<file path="src/rfe_pkg.sv">
// Constants shared by the radio front end datapath top.
// Assumes a single 200 MHz clock shared with the SoC IQ network.
package rfe_pkg;
  localparam int CLK_MHZ = 200;
  localparam int ADDR_W = 8;
  localparam int SMP_W = 32;
  localparam int NSLICE = 4;
  localparam int NLINK = 2;
  // Register byte offsets
  localparam logic [7:0] OFS_CTRL = 8'h00;
  localparam logic [7:0] OFS_SLICE = 8'h04;
  localparam logic [7:0] OFS_NCO = 8'h08;
  localparam logic [7:0] OFS_IRQ_PEND = 8'h0C;
  localparam logic [7:0] OFS_IRQ_EN = 8'h10;
  localparam logic [7:0] OFS_STATUS = 8'h14;
  // Control, slice and interrupt enable register fields
  localparam int CTRL_STREAMS_LSB = 0;
  localparam int CTRL_BYPASS = 3;
  localparam int CTRL_FB_TO_RX = 4;
  localparam int CTRL_LANE2_ALT = 5;
  localparam int CTRL_LANE3_ALT = 6;
  localparam int CTRL_SYNC_LSB = 7;
  localparam int CTRL_SYSREF_REQ = 9;
  localparam int CTRL_DECIM_LSB = 10;
  localparam int SLICE_CARR_LSB = 4;
  localparam int IRQ_EN1_LSB = 8;
  // Interrupt source bits
  localparam int IRQ_SYNC0 = 0;
  localparam int IRQ_SYNC1 = 1;
  localparam int IRQ_SYSREF = 2;
  localparam int IRQ_RATE = 3;
  localparam int IRQ_CAPT = 4;
  localparam int NIRQ = 5;
  // Reset values
  localparam logic [31:0] RST_CTRL = 32'h0000_0001;
  localparam logic [31:0] RST_SLICE = 32'h0000_0010;
  localparam logic [31:0] RST_NCO = 32'h0000_0000;
  localparam logic [31:0] RST_IRQ_EN = 32'h0000_0000;
  // Stream rate dividers: 1, 2, 4 streams
  localparam logic [3:0] DIV_1STREAM = 4'h2;
  localparam logic [3:0] DIV_2STREAM = 4'h4;
  localparam logic [3:0] DIV_4STREAM = 4'h8;
  // AXI responses
  localparam logic [1:0] RESP_OKAY = 2'h0;
  localparam logic [1:0] RESP_DECERR = 2'h3;
endpackage

</file>
<file path="src/rfe_top.sv">
// Radio front end datapath top: IQ bus, control port, lanes, sync and strobes.
// Assumes one clock shared with the SoC IQ network; only sync and SYSREF pins are asynchronous.
// Notes on behaviour
// - All interrupt sources merge onto two strobes
// - 128-bit IQ bus, separate transmit and receive
// - 128-bit control port carries capture and coefficients
// - 32-bit slave bus reaches all configuration
// - Lanes 0,1 direct; lanes 2,3 muxed
// - Two sync in, two sync out, SYSREF
// - One SYSREF request per clock generator
// - Feedback runs at transmit stream rate
// - Feedback goes to capture or to receive slice 3 only
// - Receive rate equals transmit rate; bypass thins it by the decimation setting
// - Bypass forwards raw lanes straight out
// - Receive lanes unpacked into channel containers
// - Each slice chooses up or down conversion
// - Baseband carriers interpolated and frequency shifted
// - Shifted carriers summed into one stream
// - Single carrier uses zero frequency offset
// - FIR, resampler, CIC, mixer in order
// - Stream rate clock/2, /4, /8 by count
// - Everything runs on the shared clock
module rfe_top
#(
  parameter int N_CLKGEN = 1
)
(
  input wire logic aclk,
  input wire logic aresetn,
  input wire logic [rfe_pkg::ADDR_W-1:0] s_axi_awaddr,
  input wire logic s_axi_awvalid,
  output logic s_axi_awready,
  input wire logic [31:0] s_axi_wdata,
  input wire logic [3:0] s_axi_wstrb,
  input wire logic s_axi_wvalid,
  output logic s_axi_wready,
  output logic [1:0] s_axi_bresp,
  output logic s_axi_bvalid,
  input wire logic s_axi_bready,
  input wire logic [rfe_pkg::ADDR_W-1:0] s_axi_araddr,
  input wire logic s_axi_arvalid,
  output logic s_axi_arready,
  output logic [31:0] s_axi_rdata,
  output logic [1:0] s_axi_rresp,
  output logic s_axi_rvalid,
  input wire logic s_axi_rready,
  input wire logic [127:0] tx_iq_data,
  input wire logic tx_iq_valid,
  output logic [127:0] rx_iq_data,
  output logic rx_iq_valid,
  input wire logic [127:0] ctl_in_data,
  input wire logic ctl_in_valid,
  output logic [127:0] ctl_out_data,
  output logic ctl_out_valid,
  input wire logic [127:0] rx_lane_data,
  input wire logic [31:0] fb_data,
  input wire logic [63:0] alt_lane_data,
  output logic [127:0] tx_lane_data,
  input wire logic [rfe_pkg::NLINK-1:0] sync_in,
  output logic [rfe_pkg::NLINK-1:0] sync_out,
  input wire logic sysref_in,
  output logic [N_CLKGEN-1:0] sysref_req,
  output logic [1:0] irq_strobe
);
  import rfe_pkg::*;

  initial
  begin
    if (N_CLKGEN < 1) $error("N_CLKGEN must be at least 1");
  end

  typedef logic [SMP_W-1:0] rfe_smp_t;

  // Mean of two IQ samples, per component
  function automatic rfe_smp_t rfe_avg(input rfe_smp_t a, input rfe_smp_t b);
    logic signed [16:0] si;
    logic signed [16:0] sq;
    si = 17'(signed'(a[31:16])) + 17'(signed'(b[31:16]));
    sq = 17'(signed'(a[15:0])) + 17'(signed'(b[15:0]));
    return {si[16:1], sq[16:1]};
  endfunction

  // Rotate by quarter turns: cheap mixer, no multiplier
  function automatic rfe_smp_t rfe_rot(input rfe_smp_t a, input logic [1:0] q);
    logic [15:0] i;
    logic [15:0] qq;
    i = a[31:16];
    qq = a[15:0];
    unique case (q)
      2'h0: return a;
      2'h1: return {16'h0000 - qq, i};
      2'h2: return {16'h0000 - i, 16'h0000 - qq};
      2'h3: return {qq, 16'h0000 - i};
    endcase
  endfunction

  // Component-wise wrapping add
  function automatic rfe_smp_t rfe_add(input rfe_smp_t a, input rfe_smp_t b);
    return {16'(a[31:16] + b[31:16]), 16'(a[15:0] + b[15:0])};
  endfunction

  logic [31:0] ctrl_reg;
  logic [31:0] slice_reg;
  logic [31:0] nco_reg;
  logic [31:0] irq_en_reg;
  logic [NIRQ-1:0] irq_pend_reg;
  logic [NIRQ-1:0] irq_set;

  // Two-flop synchronisers for asynchronous pins
  logic [NLINK-1:0] sync_m_reg;
  logic [NLINK-1:0] sync_s_reg;
  logic [NLINK-1:0] sync_d_reg;
  logic sysref_m_reg;
  logic sysref_s_reg;
  logic sysref_d_reg;
  always_ff @(posedge aclk)
  begin
    if (!aresetn)
    begin
      sync_m_reg <= '0;
      sync_s_reg <= '0;
      sync_d_reg <= '0;
      sysref_m_reg <= 1'b0;
      sysref_s_reg <= 1'b0;
      sysref_d_reg <= 1'b0;
    end
    else
    begin
      sync_m_reg <= sync_in;
      sync_s_reg <= sync_m_reg;
      sync_d_reg <= sync_s_reg;
      sysref_m_reg <= sysref_in;
      sysref_s_reg <= sysref_m_reg;
      sysref_d_reg <= sysref_s_reg;
    end
  end

  // AXI4-Lite write: address and data taken in either order
  logic aw_hold_reg;
  logic w_hold_reg;
  logic [ADDR_W-1:0] aw_addr_reg;
  logic [31:0] w_data_reg;
  logic [3:0] w_strb_reg;
  logic wr_fire;
  logic [31:0] wmask;
  assign wr_fire = aw_hold_reg && w_hold_reg && !s_axi_bvalid;
  assign wmask = {{8{w_strb_reg[3]}}, {8{w_strb_reg[2]}}, {8{w_strb_reg[1]}}, {8{w_strb_reg[0]}}};
  always_ff @(posedge aclk)
  begin
    if (!aresetn)
    begin
      aw_hold_reg <= 1'b0;
      w_hold_reg <= 1'b0;
      aw_addr_reg <= '0;
      w_data_reg <= '0;
      w_strb_reg <= '0;
      s_axi_awready <= 1'b0;
      s_axi_wready <= 1'b0;
      s_axi_bvalid <= 1'b0;
      s_axi_bresp <= RESP_OKAY;
    end
    else
    begin
      s_axi_awready <= !aw_hold_reg && !s_axi_awready && s_axi_awvalid;
      s_axi_wready <= !w_hold_reg && !s_axi_wready && s_axi_wvalid;
      if (s_axi_awvalid && s_axi_awready)
      begin
        aw_hold_reg <= 1'b1;
        aw_addr_reg <= s_axi_awaddr;
      end
      if (s_axi_wvalid && s_axi_wready)
      begin
        w_hold_reg <= 1'b1;
        w_data_reg <= s_axi_wdata;
        w_strb_reg <= s_axi_wstrb;
      end
      if (wr_fire)
      begin
        aw_hold_reg <= 1'b0;
        w_hold_reg <= 1'b0;
        s_axi_bvalid <= 1'b1;
        s_axi_bresp <= (aw_addr_reg[7:2] <= OFS_STATUS[7:2]) ? RESP_OKAY : RESP_DECERR;
      end
      else if (s_axi_bready)
      begin
        s_axi_bvalid <= 1'b0;
      end
    end
  end

  // Configuration registers, byte lanes honoured
  always_ff @(posedge aclk)
  begin
    if (!aresetn)
    begin
      ctrl_reg <= RST_CTRL;
      slice_reg <= RST_SLICE;
      nco_reg <= RST_NCO;
      irq_en_reg <= RST_IRQ_EN;
    end
    else if (wr_fire)
    begin
      unique case (aw_addr_reg)
        OFS_CTRL: ctrl_reg <= (ctrl_reg & ~wmask) | (w_data_reg & wmask);
        OFS_SLICE: slice_reg <= (slice_reg & ~wmask) | (w_data_reg & wmask);
        OFS_NCO: nco_reg <= (nco_reg & ~wmask) | (w_data_reg & wmask);
        OFS_IRQ_EN: irq_en_reg <= (irq_en_reg & ~wmask) | (w_data_reg & wmask);
        default: ;
      endcase
    end
  end

  // Pending bits: write one clears, a new event in the same cycle wins
  logic [NIRQ-1:0] irq_clr;
  assign irq_clr = (wr_fire && aw_addr_reg == OFS_IRQ_PEND) ? w_data_reg[NIRQ-1:0] & wmask[NIRQ-1:0] : '0;
  always_ff @(posedge aclk)
  begin
    if (!aresetn)
      irq_pend_reg <= '0;
    else
      irq_pend_reg <= (irq_pend_reg & ~irq_clr) | irq_set;
  end

  // Strobe on rising edge of any enabled pending source
  logic [NIRQ-1:0] irq_act0_reg;
  logic [NIRQ-1:0] irq_act1_reg;
  logic [NIRQ-1:0] act0;
  logic [NIRQ-1:0] act1;
  assign act0 = irq_pend_reg & irq_en_reg[NIRQ-1:0];
  assign act1 = irq_pend_reg & irq_en_reg[IRQ_EN1_LSB +: NIRQ];
  always_ff @(posedge aclk)
  begin
    if (!aresetn)
    begin
      irq_act0_reg <= '0;
      irq_act1_reg <= '0;
      irq_strobe <= 2'h0;
    end
    else
    begin
      irq_act0_reg <= act0;
      irq_act1_reg <= act1;
      irq_strobe[0] <= |(act0 & ~irq_act0_reg);
      irq_strobe[1] <= |(act1 & ~irq_act1_reg);
    end
  end

  // Stream rate from configured stream count
  logic [3:0] div_val;
  logic rate_ok;
  logic [3:0] div_cnt_reg;
  logic tick_reg;
  always_comb
  begin
    rate_ok = 1'b1;
    unique case (ctrl_reg[CTRL_STREAMS_LSB +: 3])
      3'h1: div_val = DIV_1STREAM;
      3'h2: div_val = DIV_2STREAM;
      3'h4: div_val = DIV_4STREAM;
      default:
      begin
        div_val = DIV_1STREAM;
        rate_ok = 1'b0;
      end
    endcase
  end
  always_ff @(posedge aclk)
  begin
    if (!aresetn || !rate_ok)
    begin
      div_cnt_reg <= 4'h0;
      tick_reg <= 1'b0;
    end
    else
    begin
      div_cnt_reg <= (div_cnt_reg >= div_val - 4'h1) ? 4'h0 : div_cnt_reg + 4'h1;
      tick_reg <= (div_cnt_reg == div_val - 4'h1);
    end
  end

  // Baseband carriers latched as they arrive, interleaved one per slice
  logic [127:0] bb_reg;
  always_ff @(posedge aclk)
  begin
    if (!aresetn)
      bb_reg <= '0;
    else if (tx_iq_valid)
      bb_reg <= tx_iq_data;
  end

  // Feedback path: equalising average at the transmit tick
  logic [31:0] fb_prev_reg;
  logic [31:0] fb_out_reg;
  logic [127:0] coef_reg;
  always_ff @(posedge aclk)
  begin
    if (!aresetn)
    begin
      fb_prev_reg <= '0;
      fb_out_reg <= '0;
      coef_reg <= '0;
    end
    else
    begin
      if (ctl_in_valid)
        coef_reg <= ctl_in_data;
      if (tick_reg)
      begin
        fb_prev_reg <= fb_data;
        fb_out_reg <= rfe_rot(rfe_avg(fb_data, fb_prev_reg), coef_reg[1:0]);
      end
    end
  end

  // Slice chain: FIR, resampler, CIC, mixer
  logic [3:0] slice_rx;
  logic one_carrier;
  logic [SMP_W-1:0] s_in [NSLICE];
  logic [SMP_W-1:0] fir_prev_reg [NSLICE];
  logic [SMP_W-1:0] fir_reg [NSLICE];
  logic [SMP_W-1:0] rs_reg [NSLICE];
  logic [SMP_W-1:0] cic_reg [NSLICE];
  logic [SMP_W-1:0] mix_reg [NSLICE];
  logic [1:0] phase_reg [NSLICE];
  assign slice_rx = slice_reg[3:0];
  assign one_carrier = slice_reg[SLICE_CARR_LSB +: 3] == 3'h1;
  always_comb
  begin
    for (int s = 0; s < NSLICE; s++)
    begin
      if (!slice_rx[s])
        s_in[s] = bb_reg[s*SMP_W +: SMP_W];
      else if (s == NSLICE - 1 && ctrl_reg[CTRL_FB_TO_RX])
        s_in[s] = fb_out_reg;
      else
        s_in[s] = rx_lane_data[s*SMP_W +: SMP_W];
    end
  end
  always_ff @(posedge aclk)
  begin
    if (!aresetn)
    begin
      for (int s = 0; s < NSLICE; s++)
      begin
        fir_prev_reg[s] <= '0;
        fir_reg[s] <= '0;
        rs_reg[s] <= '0;
        cic_reg[s] <= '0;
        mix_reg[s] <= '0;
        phase_reg[s] <= 2'h0;
      end
    end
    else
    begin
      for (int s = 0; s < NSLICE; s++)
      begin
        fir_prev_reg[s] <= s_in[s];
        fir_reg[s] <= rfe_avg(s_in[s], fir_prev_reg[s]);
        if (tick_reg)
        begin
          rs_reg[s] <= fir_reg[s];
          cic_reg[s] <= rfe_avg(rs_reg[s], cic_reg[s]);
          // Single carrier sits at zero offset
          phase_reg[s] <= one_carrier ? 2'h0 : 2'(phase_reg[s] + nco_reg[2*s +: 2]);
          // Down conversion turns the other way
          mix_reg[s] <= rfe_rot(cic_reg[s], slice_rx[s] ? 2'(2'h0 - phase_reg[s]) : phase_reg[s]);
        end
      end
    end
  end

  // Sum chain over the transmit slices
  logic [SMP_W-1:0] tx_sum;
  always_comb
  begin
    tx_sum = '0;
    for (int s = 0; s < NSLICE; s++)
      if (!slice_rx[s])
        tx_sum = rfe_add(tx_sum, mix_reg[s]);
  end

  // Lanes 0 and 1 always carry the stream; 2 and 3 may be lent out
  always_ff @(posedge aclk)
  begin
    if (!aresetn || !rate_ok)
      tx_lane_data <= '0;
    else if (tick_reg)
    begin
      tx_lane_data[63:0] <= {tx_sum, tx_sum};
      tx_lane_data[95:64] <= ctrl_reg[CTRL_LANE2_ALT] ? alt_lane_data[31:0] : tx_sum;
      tx_lane_data[127:96] <= ctrl_reg[CTRL_LANE3_ALT] ? alt_lane_data[63:32] : tx_sum;
    end
  end

  // Receive containers; bypass skips every processing stage
  logic [3:0] dec_cnt_reg;
  logic [3:0] dec_max;
  logic [127:0] rx_proc;
  assign dec_max = 4'((5'h01 << ctrl_reg[CTRL_DECIM_LSB +: 2]) - 5'h01);
  always_comb
  begin
    for (int s = 0; s < NSLICE; s++)
      rx_proc[s*SMP_W +: SMP_W] = slice_rx[s] ? mix_reg[s] : '0;
  end
  always_ff @(posedge aclk)
  begin
    if (!aresetn || !rate_ok)
    begin
      dec_cnt_reg <= 4'h0;
      rx_iq_data <= '0;
      rx_iq_valid <= 1'b0;
    end
    else
    begin
      rx_iq_valid <= 1'b0;
      if (tick_reg)
      begin
        // Receive shares the transmit tick
        dec_cnt_reg <= (dec_cnt_reg >= dec_max) ? 4'h0 : dec_cnt_reg + 4'h1;
        if (!ctrl_reg[CTRL_BYPASS])
        begin
          rx_iq_data <= rx_proc;
          rx_iq_valid <= 1'b1;
        end
        else if (dec_cnt_reg == 4'h0)
        begin
          rx_iq_data <= rx_lane_data;
          rx_iq_valid <= 1'b1;
        end
      end
    end
  end

  // Capture: four feedback samples packed into one control word
  logic [1:0] cap_cnt_reg;
  logic cap_tick_reg;
  always_ff @(posedge aclk)
  begin
    if (!aresetn)
    begin
      cap_cnt_reg <= 2'h0;
      cap_tick_reg <= 1'b0;
      ctl_out_data <= '0;
      ctl_out_valid <= 1'b0;
    end
    else
    begin
      cap_tick_reg <= tick_reg && rate_ok && !ctrl_reg[CTRL_FB_TO_RX];
      ctl_out_valid <= 1'b0;
      if (cap_tick_reg)
      begin
        ctl_out_data <= {fb_out_reg, ctl_out_data[127:32]};
        cap_cnt_reg <= 2'(cap_cnt_reg + 2'h1);
        ctl_out_valid <= cap_cnt_reg == 2'h3;
      end
    end
  end

  // Sync outputs report own readiness; SYSREF requests go to every generator
  always_ff @(posedge aclk)
  begin
    if (!aresetn)
    begin
      sync_out <= '0;
      sysref_req <= '0;
    end
    else
    begin
      sync_out <= ctrl_reg[CTRL_SYNC_LSB +: NLINK];
      sysref_req <= {N_CLKGEN{ctrl_reg[CTRL_SYSREF_REQ]}};
    end
  end

  // Event sources: sync falls, SYSREF rises, bad rate, capture word
  always_comb
  begin
    irq_set = '0;
    irq_set[IRQ_SYNC0] = sync_d_reg[0] && !sync_s_reg[0];
    irq_set[IRQ_SYNC1] = sync_d_reg[1] && !sync_s_reg[1];
    irq_set[IRQ_SYSREF] = sysref_s_reg && !sysref_d_reg;
    irq_set[IRQ_RATE] = !rate_ok;
    irq_set[IRQ_CAPT] = ctl_out_valid;
  end

  // Read channel: one data beat per address
  logic [31:0] rd_mux;
  logic rd_hit;
  always_comb
  begin
    rd_hit = 1'b1;
    unique case (s_axi_araddr)
      OFS_CTRL: rd_mux = ctrl_reg;
      OFS_SLICE: rd_mux = slice_reg;
      OFS_NCO: rd_mux = nco_reg;
      OFS_IRQ_PEND: rd_mux = {{(32-NIRQ){1'b0}}, irq_pend_reg};
      OFS_IRQ_EN: rd_mux = irq_en_reg;
      OFS_STATUS: rd_mux = {26'h0, rate_ok, sysref_s_reg, sync_s_reg, cap_cnt_reg};
      default:
      begin
        rd_mux = 32'h0000_0000;
        rd_hit = 1'b0;
      end
    endcase
  end
  always_ff @(posedge aclk)
  begin
    if (!aresetn)
    begin
      s_axi_arready <= 1'b0;
      s_axi_rvalid <= 1'b0;
      s_axi_rdata <= '0;
      s_axi_rresp <= RESP_OKAY;
    end
    else
    begin
      s_axi_arready <= !s_axi_arready && !s_axi_rvalid && s_axi_arvalid;
      if (s_axi_arvalid && s_axi_arready)
      begin
        s_axi_rvalid <= 1'b1;
        s_axi_rdata <= rd_mux;
        s_axi_rresp <= rd_hit ? RESP_OKAY : RESP_DECERR;
      end
      else if (s_axi_rready)
      begin
        s_axi_rvalid <= 1'b0;
      end
    end
  end
endmodule // rfe_top

</file>
<file path="config.mk">
export PLATFORM = sky130hd
export DESIGN_NAME = rfe_top
export DESIGN_NICKNAME = d
export VERILOG_FILES = /design/src/rfe_pkg.sv /design/src/rfe_top.sv
export SDC_FILE = /design/constraint.sdc
export NUM_CORES = 2
export LEC_CHECK = 0
export ABC_AREA = 1
export ABC_CLOCK_PERIOD_IN_PS = 19100
export BUFFER_PORTS_ARGS = -buffer_cell sky130_fd_sc_hd__buf_2
export CORE_UTILIZATION = 55
export CTS_BUF_LIST = sky130_fd_sc_hd__clkbuf_8 sky130_fd_sc_hd__clkbuf_16
export DETAILED_ROUTE_END_ITERATION = 7
export MAX_ROUTING_LAYER = met4
export PLACE_DENSITY = 0.75
export SYNTH_ARGS = -nofsm -noshare
export SYNTH_HDL_FRONTEND = slang
export SYNTH_SLANG_ARGS = --single-unit
</file>
<file path="constraint.sdc">
create_clock -name aclk -period 19.1 [get_ports aclk]
set_input_delay 2.865 -clock aclk [delete_from_list [all_inputs] [get_ports aclk]]
set_output_delay 2.865 -clock aclk [all_outputs]
set_load 0.02 [all_outputs]
</file>
==> results.py <==
metrics = {
    "floorplan": {
        "core_mm2": 0.1414,
        "die_h_um": 379.5,
        "fp.dieW_um": 379.5,
        "top_level_ports": 976,
        "num_rows": 138,
        "die_area_mm2": 0.1440,
        "start_util_pct": 55.43,
    },
    "global_route": {
        "grt_overflow_total": 0,
        "grt_max_degree": 160,
        "antenna_found_initial": 26,
        "grt_pass1_vias": 71501,
        "grt_pass1_wl_um": 422300,
        "grt_usage_pct": 38.88,
    },
    "min_path": {
        "min_path_type": "flip-flop to flip-flop",
    },
    "critical_path": {
        "crit_slowest_cell": "buf_4",
        "r2r_setup_slack_ns": 11.96,
        "arrival_ns": 7.88,
        "crit_required_ns": 19.84,
        "end_kind": "flip-flop",
        "r2r_cells": 31,
        "worstPathMaxFanout": 79,
        "timing.rr.end": "tx_lane_data[111]",
        "critPathKind": "flip-flop to flip-flop",
        "cp_common_cell": "nand2_1",
        "worstSetupStartpointType": "flip-flop",
        "max_stage_delay_ns": 0.68,
        "worstSetupEndpoint": "tx_lane_data[111]",
    },
    "placement": {
        "pre_cts_ws_ns": 12.14,
        "dp_hpwl_um": 209000,
        "gp_congestion": 1.024,
        "port_buffers": 849,
    },
    "timing": {
        "fmax_mhz": 140.0,
        "slew_viol_final": 0,
        "setup_slack_ns": 11.96,
        "fin_skew_ns": 0.05298,
        "finalCritPeriodShare_pct": 37.39,
        "slew_headroom_pct": 18.59,
        "fin_tns_setup_ns": 0,
        "rsz0062_at_grt": "false",
        "finalHoldViolations": 0,
        "period_needed_ns": 7.142,
        "setup_viol": 0,
        "tightest_slew_ns": 1.217,
    },
    "final_layout": {
        "fin_util_pct": 62.79,
        "syn_to_final_growth_pct": 13.28,
        "drive_gt1_share_pct": 11.71,
        "final_nets": 12028,
    },
    "logic_synthesis": {
        "synth-edff-count": 392,
        "async_flop_share_pct": 0,
        "syn_area_mm2": 0.07839,
        "synth.distinct_cells": 63,
        "ys_seq_elements": 1450,
        "avgSynthCellArea_um2": 7.456,
        "synth.net_count": 11468,
        "syn-instance-count": 10514,
        "yosysWarningCount": 0,
        "synth_seq_area_share_pct": 42.04,
        "synthFlopType": "dfxtp_1",
    },
    "routing": {
        "drc": 0,
        "ant_nets": 0,
        "drtPass1Iterations": 6,
        "first_iter_violations": 7606,
        "drt_wl_total_um": 280300,
        "vias_per_cell": 5.781,
        "detail_route.wl_per_cell_um": 21.37,
        "vias": 75838,
    },
    "power": {
        "power_density_mw_per_mm2": 94.95,
        "vdd_ir_drop_max_v": 0.00008838,
        "leakage_nw": 41.32,
        "p_total_w": 0.008432,
    },
    "clocking": {
        "cts_buffers": 156,
        "clockBufferDepth": 3,
        "clockRootBuffer": "clkbuf_16",
        "ctsResizeCount": 0,
        "cts_tree": "yes",
        "cts_setup_buffers": 0,
        "cts_max_level": 4,
        "clk_latency_ns": 0.82,
        "ctsHoldBuffers": 0,
        "cts.sinks": 1450,
        "clk_pin_slew_ns": 0.06,
    },
    "job": {
        "maxCapViolCount": 0,
    },
    "run_status": {
        "run_status": "completed",
    },
}
power by group:
part / internal (W) / switching (W) / leakage (nW)
Sequential: 0.00335 / 0.000171 / 12.7
Combinational: 0.000555 / 0.00127 / 25.9
Clock: 0.00173 / 0.00134 / 2.71
kinds of logic (layout without fill, tap and decap cells):
group / after synthesis / count (layout) / share of synthesized area [%]
AOI/OAI and AO/OA: 2816 / 2816 / 20.01
and+or+nand+nor: 3930 / 3930 / 20.81
buffers and inverters: 1758 / 2451 / 8.661
adders and majority gates: 410 / 410 / 6.774
DFF: 1450 / 1450 / 42.04
xor gates and xnor gates: 149 / 149 / 1.703
other: 1 / 22 / 0.004784
synth_stat cells, types with 23 or more instances:
cell | count | area [um^2]
buf_1 | 43 | 161.4
ha_1 | 386 | 4830
o2111ai_1 | 27 | 236.5
nand3b_1 | 37 | 277.8
a21o_1 | 24 | 180.2
buf_2 | 33 | 165.2
o211ai_1 | 76 | 570.6
clkbuf_1 | 391 | 1468
nand4_1 | 66 | 412.9
o21a_1 | 98 | 735.7
a211oi_1 | 45 | 337.8
a22o_1 | 32 | 280.3
dfxtp_1 | 1058 | 21180
xor2_1 | 112 | 980.9
a21oi_1 | 1030 | 5155
a31oi_1 | 125 | 782.0
inv_2 | 25 | 93.84
nand3_1 | 479 | 2397
nand2_1 | 1852 | 6952
xnor2_1 | 33 | 289.0
buf_4 | 39 | 292.8
nor2_2 | 23 | 143.9
o21bai_1 | 25 | 187.7
o21ai_1 | 50 | 250.2
nor3_1 | 89 | 445.4
inv_1 | 1218 | 4572
o31ai_1 | 30 | 225.2
nor2_1 | 1282 | 4812
edfxtp_1 | 392 | 11770
fa_1 | 24 | 480.5
o22ai_1 | 105 | 656.9
a21boi_0 | 30 | 225.2
o21ai_0 | 1043 | 5220
layer usage:
layer | track usage [%] | part of all wire [%] | vias to the layer above
met5 | - | 0 | -
met4 | 19.73 | 5.7 | 0
met3 | 7.069 | 9.0 | 618
met2 | 59.90 | 45 | 3217
met1 | 48.85 | 40 | 35689
li1 | - | - | 36314
worst max-delay path: cells and delay by family (launching register included):
kind / cells / cell delay, ns
buf+inv: 3 / 1.23
compound gates: 9 / 2.05
simple gates: 15 / 2.39
xor+xnor: 2 / 0.34
flops: 1 / 0.31
fa+ha+maj: 2 / 0.70
stage by stage:
stage / area, um^2 / std cells / hold slack (ns)
after floorplan: 78390 / 10514 / 0.3905
after global placement: 83470 / 12806 / 0.3975
after detailed placement: 83470 / 12806 / 0.3989
after CTS: 88750 / 13097 / 0.4143
after global routing: 88790 / 13116 / 0.4368
final: 88800 / 13118 / 0.4137
worst min-delay path by stage:
stage | slack (ns) | cells after the start | start | to
finish | 0.41 | 2 | sync_m_reg[0] | sync_s_reg[0]
global route | 0.44 | 1 | sysref_d_reg | irq_pend_reg[2]
CTS | 0.41 | 2 | sync_m_reg[1] | sync_s_reg[1]
detailed placement | 0.40 | 2 | sync_m_reg[1] | sync_s_reg[1]
global placement | 0.40 | 2 | sync_m_reg[1] | sync_s_reg[1]
floorplan | 0.39 | 2 | sync_m_reg[0] | sync_s_reg[0]
cell type report:
| cell class | count | area (um^2) |
|---|---|---|
| tap | 1890 | 2365 |
| inverter | 1252 | 4742 |
| antenna | 21 | 52.55 |
| clock inverter | 105 | 894.6 |
| sequential | 1450 | 32980 |
| clock buffer | 186 | 4384 |
| fill | 12760 | 52620 |
| timing repair buffer | 908 | 4705 |
| multi-input combinational | 7306 | 38680 |
cell usage in the layout, fill, tap and decap left out, types with 26 or more instances in the layout:
master and n:
o31ai_1 29, nand3_1 479, o21a_1 98, o21ai_1 50
o22ai_1 105, xor2_1 112, a21oi_1 1030, edfxtp_1 392
nand3b_1 37, dfxtp_1 1051, a21boi_0 30, nand4_1 66
nor2_1 1280, inv_1 1248, a22o_1 32, nand2_1 1850
xnor2_1 33, o211ai_1 76, o2111ai_1 27, clkbuf_16 162
ha_1 386, a211oi_1 45, o21ai_0 1043, inv_2 26
nor3_1 89, a31oi_1 125, buf_4 60, buf_2 847
Power figures use the tool's default switching activity.
